<file path="src/common/pwm_regs.svh">
// Function
// (RQ1) Two-bit select picks one of three timers
// (RQ2) Period is (limit+1) x 4 x prescale clocks
// (RQ3) Timer clears on increment after limit match
// (RQ4) Pin set at period start unless duty zero
// (RQ5) Duty copied into active buffer at start
// (RQ6) Duty: eight high bits, two in control
// (RQ7) Software writes anytime; applied next period
// (RQ8) Active duty register read-only while running
// (RQ9) Active byte plus hidden latch double buffer
// (RQ10) Time base: count plus phase or prescaler
// (RQ11) Time base equals duty clears the pin
// (RQ12) High time is duty x clock x prescale
// (RQ13) Postscaler never affects period
// (RQ14) Duty beyond period leaves pin unchanged
// (RQ15) Resolution reaches ten bits at limit 255
// (RQ16) Prescale ratios are 1, 4 and 16
// (RQ17) Sleep freezes timer, state and pin
// (RQ18) Output rate follows the system clock
// (RQ19) Reset makes pin input, registers default
// (RQ20) Pin location selectable, default after reset
// (RQ21) Direction bit clear enables the driver
// (RQ22) Runs only in PWM mode, timer enabled
`ifndef PWM_REGS_SVH
`define PWM_REGS_SVH
// Register indices on the plain register port
`define ADDR_PIN_RELOC     4'h0
`define ADDR_MODULE_CTRL   4'h1
`define ADDR_TIMER_SELECT  4'h2
`define ADDR_PERIOD_LIMIT  4'h3
`define ADDR_TIMER_CTRL    4'h4
`define ADDR_TIMER_COUNT   4'h5
`define ADDR_DUTY_LOW      4'h6
`define ADDR_DUTY_ACTIVE   4'h7
`define ADDR_PIN_DIR       4'h8
// Field positions
`define DUTY_LSB_HI        5
`define DUTY_LSB_LO        4
`define MODE_HI            3
`define TIMER_EN_BIT       2
`define PWM_MODE_HI        2'h3
`define PIN_RELOC_BIT      0
// Reset values
`define RESET_BYTE         8'h00
`define RESET_PERIOD       8'hff
`define RESET_PIN_DIR      8'hff
`endif

</file>
<file path="src/common/pwm_pkg.sv">
package pwm_pkg;
  // Timer prescale choice, two-bit field code
  typedef enum logic [1:0] {PRE_1, PRE_4, PRE_16, PRE_16B} prescale_e;
  // Register index type
  typedef logic [3:0] addr_t;
endpackage : pwm_pkg

</file>
<file path="src/logic/standard_pwm.sv">
`timescale 1ns/1ps
`include "pwm_regs.svh"
module standard_pwm #(
  parameter int unsigned MODULE_SEL = 0        // Which select field of the shared register
) (
  input  wire logic              clk,
  input  wire logic              nrst,
  input  wire logic              sleep,         // Device sleep, freezes timers, phase and modulated level; register port still works
  input  wire pwm_pkg::addr_t    addr,
  input  wire logic [7:0]        wrData,
  input  wire logic              wrStb,
  input  wire logic              rdStb,
  output logic      [7:0]        rdData,
  output logic                   pinOutA,       // Default pin location
  output logic                   pinOeA,
  output logic                   pinOutB,       // Alternate pin location
  output logic                   pinOeB
);
  // Software registers
  logic [7:0] pinReloc;      // Pin location select
  logic [7:0] moduleCtrl;    // Mode field and duty low bits
  logic [7:0] timerSelect;   // Shared timer select, two bits per module
  logic [7:0] periodLimit [3];
  logic [7:0] timerCtrl   [3];
  logic [7:0] timerCount  [3];
  logic [3:0] prescaleCnt [3];
  logic [7:0] dutyLow;       // Software duty byte
  logic [7:0] dutyActive;    // Active duty byte
  logic [1:0] dutyLatch;     // Hidden low bits of active duty
  logic [7:0] pinDir;        // Direction bits, one means input
  logic [1:0] phase;         // Internal clock phase at 1:1
  logic       pwmLevel;      // Modulated level
  logic       compareDone;   // Clear already happened this period

  // Decoded controls
  logic       pwmMode;
  logic [1:0] sel;
  logic [1:0] timerIdx;
  logic [9:0] timeBase;
  logic       baseStep;      // Time base moves one step at this edge
  logic [9:0] baseNext;      // Time base value after this edge
  logic       active;
  logic [2:0] tick;          // Per-timer increment enables
  logic [2:0] match;         // Per-timer limit matches
  logic [2:0] wrap;          // Per-timer period start

  assign pwmMode = moduleCtrl[`MODE_HI:`MODE_HI-1] == `PWM_MODE_HI;                // see (RQ22)
  assign sel     = timerSelect[2*MODULE_SEL+1 -: 2];                               // see (RQ1)
  assign timerIdx = (sel == 2'h3) ? 2'h0 : sel;                                    // see (RQ1)
  assign active  = pwmMode && !sleep;                                              // see (RQ17)

  // Prescale tick per timer; postscale bits 6:3 never used  see (RQ13) (RQ16)
  always_comb begin
    for (int i = 0; i < 3; i++) begin
      unique case (pwm_pkg::prescale_e'(timerCtrl[i][1:0]))
        pwm_pkg::PRE_1:  tick[i] = phase == 2'h3;
        pwm_pkg::PRE_4:  tick[i] = phase == 2'h3 && prescaleCnt[i][1:0] == 2'h3;
        default:         tick[i] = phase == 2'h3 && prescaleCnt[i] == 4'hf;
      endcase
      tick[i]  = tick[i] && timerCtrl[i][`TIMER_EN_BIT] && !sleep;                // see (RQ22) (RQ17)
      match[i] = timerCount[i] == periodLimit[i];
      wrap[i]  = tick[i] && match[i];                                              // see (RQ3)
    end
  end

  // Ten-bit time base: count plus phase or prescaler bits  see (RQ10)
  // The step flag lets the compare act on the edge that reaches the duty
  always_comb begin
    unique case (pwm_pkg::prescale_e'(timerCtrl[timerIdx][1:0]))
      pwm_pkg::PRE_1: begin
        timeBase = {timerCount[timerIdx], phase};
        baseStep = 1'b1;
      end
      pwm_pkg::PRE_4: begin
        timeBase = {timerCount[timerIdx], prescaleCnt[timerIdx][1:0]};
        baseStep = phase == 2'h3;
      end
      default: begin
        timeBase = {timerCount[timerIdx], prescaleCnt[timerIdx][3:2]};
        baseStep = phase == 2'h3 && prescaleCnt[timerIdx][1:0] == 2'h3;
      end
    endcase
    baseStep = baseStep && timerCtrl[timerIdx][`TIMER_EN_BIT] && !sleep;          // see (RQ17)
  end

  // Ten bits on purpose; the wrap branch has priority at the end of a period
  assign baseNext = timeBase + 10'h001;

  // Four-phase clock divider; one prescaler step per four clocks  see (RQ2) (RQ18)
  always_ff @(posedge clk or negedge nrst) begin
    if (!nrst) begin
      phase <= 2'h0;
    end else if (!sleep) begin
      phase <= phase + 2'h1;
    end
  end

  // Timers and prescalers
  always_ff @(posedge clk or negedge nrst) begin
    if (!nrst) begin
      for (int i = 0; i < 3; i++) begin
        timerCount[i]  <= `RESET_BYTE;                                             // see (RQ19)
        prescaleCnt[i] <= 4'h0;
      end
    end else begin
      for (int i = 0; i < 3; i++) begin
        if (wrStb && addr == `ADDR_TIMER_COUNT && i == timerIdx) begin
          timerCount[i] <= wrData;
        end else if (wrap[i]) begin
          timerCount[i] <= `RESET_BYTE;                                            // see (RQ3)
        end else if (tick[i]) begin
          timerCount[i] <= timerCount[i] + 8'h01;
        end
        if (phase == 2'h3 && timerCtrl[i][`TIMER_EN_BIT] && !sleep) begin
          prescaleCnt[i] <= prescaleCnt[i] + 4'h1;
        end
      end
    end
  end

  // Software-writable registers
  always_ff @(posedge clk or negedge nrst) begin
    if (!nrst) begin
      pinReloc    <= `RESET_BYTE;                                                  // see (RQ20)
      moduleCtrl  <= `RESET_BYTE;
      timerSelect <= `RESET_BYTE;
      dutyLow     <= `RESET_BYTE;
      pinDir      <= `RESET_PIN_DIR;                                               // see (RQ19)
      for (int i = 0; i < 3; i++) begin
        periodLimit[i] <= `RESET_PERIOD;
        timerCtrl[i]   <= `RESET_BYTE;
      end
    end else if (wrStb) begin
      unique case (addr)
        `ADDR_PIN_RELOC:    pinReloc    <= wrData;                                  // see (RQ20)
        `ADDR_MODULE_CTRL:  moduleCtrl  <= wrData;                                  // see (RQ6) (RQ7)
        `ADDR_TIMER_SELECT: timerSelect <= wrData;
        `ADDR_PERIOD_LIMIT: periodLimit[timerIdx] <= wrData;                        // see (RQ15)
        `ADDR_TIMER_CTRL:   timerCtrl[timerIdx]   <= {1'b0, wrData[6:0]};
        `ADDR_DUTY_LOW:     dutyLow     <= wrData;                                  // see (RQ7)
        `ADDR_PIN_DIR:      pinDir      <= wrData;                                  // see (RQ21)
        default: ;
      endcase
    end
  end

  // Double-buffered duty; active byte ignores writes while in PWM  see (RQ8) (RQ9)
  always_ff @(posedge clk or negedge nrst) begin
    if (!nrst) begin
      dutyActive <= `RESET_BYTE;
      dutyLatch  <= 2'h0;
    end else if (active && wrap[timerIdx]) begin
      dutyActive <= dutyLow;                                                       // see (RQ5)
      dutyLatch  <= moduleCtrl[`DUTY_LSB_HI:`DUTY_LSB_LO];                          // see (RQ6)
    end else if (!pwmMode && wrStb && addr == `ADDR_DUTY_ACTIVE) begin
      dutyActive <= wrData;                                                        // see (RQ8)
    end
  end

  // Output level: set at period start, cleared on compare match
  always_ff @(posedge clk or negedge nrst) begin
    if (!nrst) begin
      pwmLevel    <= 1'b0;
      compareDone <= 1'b0;
    end else if (!pwmMode) begin
      pwmLevel    <= 1'b0;                                                         // see (RQ22)
      compareDone <= 1'b0;
    end else if (active && wrap[timerIdx]) begin
      // Zero duty keeps the pin low  see (RQ4)
      pwmLevel    <= {dutyLow, moduleCtrl[`DUTY_LSB_HI:`DUTY_LSB_LO]} != 10'h000;
      compareDone <= 1'b0;
    end else if (active && !compareDone && baseStep &&
                 baseNext == {dutyActive, dutyLatch}) begin
      // Clear on the edge at which the time base becomes the duty, so the
      // high time is exactly duty steps; a registered compare would add one
      // Duty longer than period never matches, so pin stays  see (RQ11) (RQ14) (RQ12)
      pwmLevel    <= 1'b0;
      compareDone <= 1'b1;
    end
  end

  // Pin routing; clearing the control register releases the pin  see (RQ20) (RQ21)
  always_comb begin
    pinOutA = 1'b0;
    pinOeA  = 1'b0;
    pinOutB = 1'b0;
    pinOeB  = 1'b0;
    if (pinReloc[`PIN_RELOC_BIT]) begin
      pinOutB = pwmMode && pwmLevel;
      pinOeB  = moduleCtrl != `RESET_BYTE && !pinDir[1];
    end else begin
      pinOutA = pwmMode && pwmLevel;
      pinOeA  = moduleCtrl != `RESET_BYTE && !pinDir[0];
    end
  end

  // Read port, data one cycle after the strobe
  always_ff @(posedge clk or negedge nrst) begin
    if (!nrst) begin
      rdData <= `RESET_BYTE;
    end else if (rdStb) begin
      unique case (addr)
        `ADDR_PIN_RELOC:    rdData <= pinReloc;
        `ADDR_MODULE_CTRL:  rdData <= moduleCtrl;
        `ADDR_TIMER_SELECT: rdData <= timerSelect;
        `ADDR_PERIOD_LIMIT: rdData <= periodLimit[timerIdx];
        `ADDR_TIMER_CTRL:   rdData <= timerCtrl[timerIdx];
        `ADDR_TIMER_COUNT:  rdData <= timerCount[timerIdx];
        `ADDR_DUTY_LOW:     rdData <= dutyLow;
        `ADDR_DUTY_ACTIVE:  rdData <= dutyActive;
        `ADDR_PIN_DIR:      rdData <= pinDir;
        default:            rdData <= `RESET_BYTE;
      endcase
    end
  end
endmodule : standard_pwm

</file>
<file path="config.mk">
export PLATFORM = sky130hd
export DESIGN_NAME = standard_pwm
export DESIGN_NICKNAME = d
export VERILOG_FILES = /design/src/common/pwm_pkg.sv /design/src/logic/standard_pwm.sv
export VERILOG_INCLUDE_DIRS = /design/src /design/src/common
export SDC_FILE = /design/constraint.sdc
export NUM_CORES = 1
export LEC_CHECK = 0
export CORE_UTILIZATION = 55
export CTS_CLUSTER_SIZE = 14
export DETAILED_ROUTE_END_ITERATION = 8
export DONT_BUFFER_PORTS = 1
export PLACE_DENSITY_LB_ADDON = 0.05
export SETUP_SLACK_MARGIN = 0.5
export SYNTH_ARGS = -nofsm -noshare
export SYNTH_HDL_FRONTEND = slang
export SYNTH_SLANG_ARGS = --single-unit
</file>
<file path="constraint.sdc">
create_clock -name clk -period 3.2 [get_ports clk]
set_input_delay 0.32 -clock clk [delete_from_list [all_inputs] [get_ports clk]]
set_output_delay 0.32 -clock clk [all_outputs]
set_load 0.01 [all_outputs]
</file>
Yosys cells after proc, flatten, opt, wreduce, memory -nomap -nowiden
Cells that the tools add are included.
{ "word_totals": {"ff_bits": 146} }
{ "classes": {"bitwise_logic": 1, "mux": 46, "order_cmp": 3, "n_addsub": 8, "eq_ne": 29, "n_reduce_logical": 63} }
{ "ops": {"columns": ["op", "n"], "rows": [
  ["$mux 8", 18],
  ["$pmux 8 s9", 1],
  ["$bmux 8 s2", 3],
  ["$bwmux 24", 2],
  ["$logic_and 1x1->1", 39],
  ["$add 8x1->8 const B", 3],
  ["$eq 8x8->1", 3],
  ["$demux 8 s2", 1],
  ["$eq 4x3->1 const B", 4],
  ["$eq 4x4->1 const B", 4],
  ["$eq 2x2->1 const B", 7],
  ["$reduce_and 2->1", 7],
  ["$add 4x1->4 const B", 3],
  ["$mux 1", 11],
  ["$add 10x1->10 const B", 1],
  ["$eq 10x10->1", 1],
  ["$logic_not 2->1", 5],
  ["$reduce_bool 10->1", 1],
  ["$reduce_bool 3->1", 3],
  ["$bmux 4 s2", 1],
  ["$eq 2x1->1 const B", 4],
  ["$eq 4x2->1 const B", 2],
  ["$mux 4", 2],
  ["$pmux 1 s2", 4],
  ["other kinds (16)", 20]
]} }

Longest topological paths before layout
Gate-level depths: netlist of run 1.
{ "depth": {"word_depth": 16, "ltp_mapped": 16} }

Least setup slack after synthesis of run 1
Ideal clock, no wire load.
{ "synth_timing": {"path_type": "reg-to-reg", "start": "register timerSelect[1]", "end": "register pwmLevel", "stages_incl_launch_ff": 16, "setup_time_ps": 132, "path_slack_ps": -302, "synth_period_minus_slack_ps": 3502, "required_ps": 3068, "arrival_ps": 3369, "path_buffers": 1, "path_cell_list": "dfrtp_1 > inv_1 > ha_1 > buf_4 > and2b_1 > o2bb2ai_2 > mux2i_1 > o21ai_2 > ha_1 > xor2_1 > or4_1 > nor4_1 > nand3_1 > or4_1 > a211oi_2 > a211oi_1"} }
{ "synth_between": {"elab_chain_cells": 14, "word_cells_on_any_way": 30, "classes_between": "1 x add/sub; 5 x eq/ne; 16 x mux; 1 x bitwise; 7 x reduce/logical"} }
{ "synth_rtl": {"columns": ["item", "line", "text"], "rows": [
  ["start: declaration", "standard_pwm.sv:22", "logic [7:0] timerSelect;"],
  ["start signal: assignment", "standard_pwm.sv:126", "timerSelect <= `RESET_BYTE;"],
  ["start signal: assignment", "standard_pwm.sv:137", "`ADDR_TIMER_SELECT: timerSelect <= wrData;"],
  ["$eq 2x2->1", "standard_pwm.sv:49", "assign timerIdx = (sel == 2'h3) ? 2'h0 : sel;"],
  ["$mux 2 (*)", "standard_pwm.sv:49", null],
  ["branches (longest 12 deep; another with $add 10x1->10)", null, null],
  ["end signal: assignment", "standard_pwm.sv:166", "pwmLevel <= 1'b0;"],
  ["end signal: assignment", "standard_pwm.sv:170", "pwmLevel <= {dutyLow, moduleCtrl[`DUTY_LSB_HI:`DUTY_LSB_LO]} != 10'h000;"],
  ["end signal: assignment", "standard_pwm.sv:177", "pwmLevel <= 1'b0;"],
  ["end: declaration", "standard_pwm.sv:32", "logic pwmLevel;"]
]} }
Every way passes the cells marked *. The select of a mux whose other input is x is not followed.
A chain may end at the register's enable or synchronous reset.

Final worst setup path of run 1
{ "layout_timing": {"start": "register timerSelect[0]", "end": "register pwmLevel"} }
Same word-level chain as after synthesis.

==> flow_metrics.py, run 1 <==
metrics = {
    "timing": {
        "hold_ws_ns": -0.419,
        "fmax_mhz": 293,
        "finalHoldViolations": 143,
        "slew_headroom_pct": 39.4,
        "setup_violations": 2,
        "fin_crit_ns": 3.41,
        "timing.setup.tns_ns": -0.391,
        "fin_skew_ns": 0.0102,
        "post-route-period-util_pct": 107,
        "worst_pin_slew_ns": 0.902,
        "slew_viol_final": 0,
        "rsz0062_at_grt": "yes",
        "finalWorstSetupSlack_ns": -0.211,
    },
    "status": {
        "violations": "negative hold slack, negative setup slack",
        "run_status": "finished with violations",
    },
    "layout": {
        "final_cell_mix": "dfrtp_1 (110), mux2_2 (96), nand2_1 (58)",
        "layout_commonest_cell": "dfrtp_1",
        "antenna_cells": 0,
        "final_area_sq_mm": 0.00934,
        "final_util_pct": 64.3,
        "nNetsFinal": 823,
        "area_growth_pct": 14.0,
        "drive_above_1_share_pct": 30.1,
    },
    "synthesis": {
        "netlist_area_sq_mm": 0.00820,
        "yosys.area.top_type_share_pct": 33.9,
        "synth_edf_count": 0,
        "synth_cell_types": 70,
        "synth_area_leaders": "dfrtp_1 (34%), mux2_2 (13%), dfstp_2 (10%), mux2i_1 (5.2%), xnor2_1 (3.5%)",
        "ys_warn_count": 0,
        "synth_fp_nets": 800,
        "syn_area_per_cell_sq_um": 10.6,
        "ys_seq_area_share_pct": 44.1,
        "synth_cells": 771,
        "yosys_register_bits": 143,
        "synth_ff_type": "dfrtp_1",
        "synthArstFlopShare_pct": 100,
        "synth_top_cell_by_area": "dfrtp_1",
    },
    "setup_path": {
        "endpoint_kind": "flop",
        "cpLargestDelayFamily": "simple AND/OR/NAND/NOR gates",
        "crit_path_cell_trace": "ha_4, and2b_4, o2bb2ai_4, mux2i_1, o21ai_2, ha_1, xor2_1, or4_1, nor4_1, nand3_1, or4_1, a211oi_2, a211oi_1",
        "crit_cells": 13,
        "crit_slowest_cell": "dfrtp_2",
        "critPathKind": "flop to flop",
        "crit_arrival_ns": 3.71,
        "setup.worst_path.start": "timerSelect[0]",
        "ff2ff_path_depth": 13,
        "crit_top_cell": "or4_1",
        "r2r_slack_ns": -0.21,
        "setup.worst_path.start_class": "flop",
        "worst_ep_required_time_ns": 3.50,
        "rr_startpoint": "timerSelect[0]",
        "endpoint": "pwmLevel",
        "timing.rr.end": "pwmLevel",
        "critPathBufInv": 0,
        "cp_max_fo": 7,
        "cpPeakStageDelay_ns": 0.44,
    },
    "clock_tree": {
        "cts.sinks": 143,
        "insertion_delay_ns": 0.43,
        "cts_tree": "done",
        "ctsHoldBuffers": 5,
        "clockBufferDepth": 2,
        "clkTransAtPathRegs_ns": 0.06,
        "cts_buffers": 17,
        "h-tree-depth": 4,
        "cts_root_buffer": "clkbuf_16",
    },
    "floorplan": {
        "core_area_sq_mm": 0.0145,
        "initial_utilization_pct": 56.4,
        "dieArea_sq_mm": 0.0154,
        "ios": 29,
        "die_h_um": 124,
        "fp.dieW_um": 124,
        "rows": 44,
    },
    "drt": {
        "post-route-drc-count": 0,
        "drt-wirelength-per-cell_um": 23.1,
        "antenna_left": 0,
        "num_vias": 6364,
        "via_per_inst": 6.42,
        "routed_wl_mm": 22.9,
        "dr.pass1.iters": 5,
        "drt-initial-drc-count": 533,
    },
    "placed_design": {
        "dpl-instance-area_sq_mm": 0.00854,
        "place_hpwl_mm": 16.0,
        "place_ws_ns": -0.265,
        "io_buffers": 0,
        "place.gp.congestion": 0.944,
    },
    "grt": {
        "grtUsageTotal_pct": 31.4,
        "grt_pass1_wl_mm": 35.1,
        "grt-ovfl-total": 0,
        "grt_pass1_vias": 6193,
        "grt_max_degree": 144,
        "antenna_found_initial": 0,
    },
    "pwr": {
        "powerDensity_mw_per_mm2": 751,
        "ir_drop_uv": 421,
        "power.leakage_nw": 3.84,
    },
    "worst_hold_path": {
        "hp-class": "primary input to async pin",
    },
    "run": {
        "drv_cap": 0,
    },
}
==> where the power goes <==
| group | internal [mW] | switching (mW) |
|---|---|---|
| combinational | 1.08 | 1.03 |
| clock | 1.13 | 0.904 |
| sequential | 2.32 | 0.549 |
==> per-layer routing <==
metal	track usage, %	routed length, um
met5	0	0
met4	13.2	693
met3	8.29	1590
met2	48.4	10700
met1	41.6	9910
==> final cells by class <==
class / instances / area [sq um]
multi-input cells: 575 / 4490
flip-flops and latches: 143 / 3620
fillers: 1175 / 5190
inverters: 14 / 52.6
well taps: 184 / 230
repair buffers: 43 / 343
clock buffers: 17 / 425
clock inverters: 15 / 184
==> logic make-up (layout without fill, tap and decap cells) <==
logic type / Yosys count / after routing / share of synthesized area [%]
adder cells (fa/ha/maj): 12 / 12 / 1.83
flip-flops: 143 / 143 / 44.1
XOR/XNOR: 48 / 48 / 5.13
AND/OR/NAND/NOR: 216 / 216 / 14.1
multiplexers: 140 / 140 / 18.6
buffers and inverters: 53 / 89 / 2.93
AO/OA/AOI/OAI: 159 / 159 / 13.3
==> synth_stat cells (5+ instances only) <==
cell	instances
xor2_1	15
clkbuf_1	27
o2bb2ai_1	7
dfstp_2	32
nor4_1	9
nor3b_1	12
mux2i_1	43
nand3_1	22
or4_1	6
a22oi_1	15
nor2_1	39
xnor2_1	33
nor2b_1	13
mux2_2	96
ha_1	12
nand2_1	59
o31a_1	6
a21oi_1	25
o21bai_1	6
nor3_1	9
o22ai_1	17
inv_1	14
o22a_1	5
nand4_1	6
buf_2	5
and3_1	11
o21ai_0	41
dfrtp_1	111
==> worst register-to-register path, delay by kind of cell, from the launching register on <==
kind | cells | cell delay [ns]
xor gates and xnor gates | 1 | 0.16
AOI/OAI and AO/OA | 4 | 0.51
DFF | 1 | 0.44
muxes | 1 | 0.26
adders and majority gates | 2 | 0.48
and+or+nand+nor | 5 | 1.43
==> worst min-delay path by stage <==
| stage | from | end | slack, ns | cells after the start |
|---|---|---|---|---|
| after floorplan | nrst | compareDone | 0.02 | 0 |
| after global placement | nrst | prescaleCnt[3] | 0.03 | 0 |
| after detailed placement | nrst | prescaleCnt[0] | 0.03 | 0 |
| after CTS | nrst | prescaleCnt[3] | -0.43 | 0 |
| after global routing | nrst | timerCount[4] | -0.44 | 0 |
| final | nrst | prescaleCnt[3] | -0.42 | 0 |
==> metrics by stage <==
stage          cells  total power [mW]  hold WS, ns
2_1_floorplan    771              4.21       0.0244
3_3_place_gp     948              4.76       0.0278
3_5_place_dp     948              4.85       0.0291
4_1_cts          990              6.96       -0.431
5_1_grt          991              7.36       -0.441
6_report         991              7.02       -0.419
==> sequential cells by signal (all words and copies together) (netlist names), 12 cells and up <==
name and flops:
periodLimit 24, prescaleCnt 12, timerCtrl 21, timerCount 24
==> repair_timing <==
item                                    in CTS  in global routing
endpoints found under the setup margin      14                 20
hold endpoints to repair                   156                143
resized for setup                           10                 18
pin swaps                                    2                  1
buffers inserted                             5                  1
Power figures use the tool's default switching activity.
==> run 2: changes to the inputs <==
--- a/config.mk
+++ b/config.mk
@@ -6,12 +6,14 @@
 export SDC_FILE = /design/constraint.sdc
 export NUM_CORES = 1
 export LEC_CHECK = 0
+export CORE_MARGIN = 2
 export CORE_UTILIZATION = 55
 export CTS_CLUSTER_SIZE = 14
 export DETAILED_ROUTE_END_ITERATION = 8
 export DONT_BUFFER_PORTS = 1
-export PLACE_DENSITY_LB_ADDON = 0.05
+export PLACE_DENSITY = 0.75
 export SETUP_SLACK_MARGIN = 0.5
+export SKIP_LAST_GASP = 1
 export SYNTH_ARGS = -nofsm -noshare
 export SYNTH_HDL_FRONTEND = slang
 export SYNTH_SLANG_ARGS = --single-unit
==> flow_metrics.py, run 2 (synthesized netlist as in run 1, its figures left out) <==
metrics = {
    "status": {
        "run_status": "finished with violations",
        "violations": "negative hold slack, negative setup slack",
    },
    "timing": {
        "finalHoldViolations": 143,
        "fin_crit_ns": 3.48,
        "worst_pin_slew_ns": 0.882,
        "fin_skew_ns": 0.00683,
        "slew_viol_final": 0,
        "fmax_mhz": 288,
        "slew_headroom_pct": 40.8,
        "setup_violations": 2,
        "rsz0062_at_grt": "yes",
        "timing.setup.tns_ns": -0.526,
        "finalWorstSetupSlack_ns": -0.278,
        "post-route-period-util_pct": 109,
        "hold_ws_ns": -0.428,
    },
    "floorplan": {
        "ios": 29,
        "rows": 44,
        "initial_utilization_pct": 56.4,
        "core_area_sq_mm": 0.0145,
        "dieArea_sq_mm": 0.0159,
        "die_h_um": 126,
        "fp.dieW_um": 126,
    },
    "pwr": {
        "power.total_mw": 7.00,
        "ir_drop_uv": 519,
        "power.leakage_nw": 3.88,
        "powerDensity_mw_per_mm2": 744,
    },
    "placed_design": {
        "place_hpwl_mm": 15.4,
        "dpl-instance-area_sq_mm": 0.00854,
        "io_buffers": 0,
        "place.gp.congestion": 0.967,
        "place_inst": 948,
    },
    "grt": {
        "grt_pass1_vias": 6382,
        "grt-ovfl-total": 0,
        "antenna_found_initial": 0,
        "grt_pass1_wl_mm": 35.2,
        "grt_max_degree": 144,
        "grtUsageTotal_pct": 28.7,
    },
    "layout": {
        "instances_no_fill": 1002,
        "antenna_cells": 0,
        "layout_commonest_cell": "dfrtp_1",
        "final_area_sq_mm": 0.00941,
        "final_cell_mix": "dfrtp_1 (111), mux2_2 (96), nand2_1 (58)",
        "area_growth_pct": 14.7,
        "final_util_pct": 64.7,
        "drive_above_1_share_pct": 29.8,
        "nNetsFinal": 834,
        "fill_cells": 1112,
        "top_regs": "periodLimit x24, timerCount x24, timerCtrl x21",
    },
    "setup_path": {
        "worst_ep_required_time_ns": 3.51,
        "setup.worst_path.start_class": "flop",
        "critPathKind": "flop to flop",
        "cp_max_fo": 6,
        "crit_arrival_ns": 3.79,
        "endpoint_kind": "flop",
        "rr_startpoint": "timerSelect[0]",
        "setup.worst_path.start": "timerSelect[0]",
    },
    "clock_tree": {
        "cts.sinks": 143,
        "ctsHoldBuffers": 9,
        "cts_root_buffer": "clkbuf_16",
        "insertion_delay_ns": 0.44,
        "h-tree-depth": 4,
        "cts_buffers": 17,
        "clockBufferDepth": 2,
        "clkTransAtPathRegs_ns": 0.06,
        "cts_tree": "done",
    },
    "drt": {
        "antenna_left": 0,
        "drt-initial-drc-count": 712,
        "drt-wirelength-per-cell_um": 22.3,
        "dr.pass1.iters": 7,
        "post-route-drc-count": 0,
        "num_vias": 6470,
        "via_per_inst": 6.46,
        "routed_wl_mm": 22.3,
    },
    "run": {
        "drv_cap": 0,
    },
    "worst_hold_path": {
        "hp-class": "primary input to async pin",
    },
}
==> run 2: cell count changes in the layout (fill, tap and decap cells not counted), sizes merged, moves of 3 or more <==
cell | previous run | this run
buf | 38 | 45
clkinv | 2 | 5
dlygate4sd3 | 5 | 9
inv | 25 | 19
==> run 2: critical path, stage by stage (launching register included) <==
cell       delay [ns]
dfrtp_1          0.42
buf_6            0.14
ha_4             0.17
and2b_2          0.27
o2bb2ai_4        0.16
mux2i_2          0.27
a21oi_2          0.09
ha_1             0.31
xor2_1           0.16
or4_4            0.43
nor4_4           0.13
nand3_1          0.08
or4_1            0.42
a211oi_2         0.22
a211oi_1         0.07
==> run 2: worst paths after layout <==
path | to | slack (ns) | cells past startpoint
hold / removal | prescaleCnt[0] | -0.43 | 0
min in group clk | rdData[4] | 0.01 | 1
setup reg to reg | pwmLevel | -0.28 | 14
hold reg to reg | phase[0] | 0.50 | 1
setup / recovery | pwmLevel | -0.28 | 14
max in group asynchronous | pinDir[6] | 3.34 | 0
==> run 2: metal layers <==
layer | vias up | part of all wire, % | global-route usage [%]
met5 | - | 0 | 0
met4 | 0 | 3.2 | 11.3
met2 | 323 | 46 | 44.2
li1 | 2895 | - | -
met1 | 3181 | 43 | 39.6
met3 | 71 | 7.9 | 6.58
==> run 2: per-stage QoR <==
step	hold WS, ns	setup WS, ns
finish	-0.428	-0.278
CTS	-0.434	-0.261
global placement	0.0327	-0.150
detailed placement	0.0328	-0.274
global route	-0.433	-0.406
floorplan	0.0244	-0.104
==> run 2: report_power, final <==
part           switching (mW)  internal (mW)
logic                    1.06           1.11
registers               0.540           2.33
clock network           0.809           1.16
total                    2.41           4.59
==> run 2: cell type report <==
class | instances | area (sq um) | area share, %
Sequential cell | 143 | 3620 | 38.5
Clock inverter | 14 | 155 | 1.65
Timing Repair Buffer | 54 | 440 | 4.68
Multi-Input combinational cell | 575 | 4480 | 47.6
Inverter | 14 | 52.6 | 0.559
Clock buffer | 18 | 429 | 4.56
Tap cell | 184 | 230 | 2.45
==> run 2: what timing repair did <==
item                                    in CTS  in global routing
gates resized for setup                      5                 20
cloned                                       0                  0
endpoints found under the hold margin      162                143
endpoints found under the setup margin       6                 20
setup buffers                                4                  9
pin swaps                                    0                  3
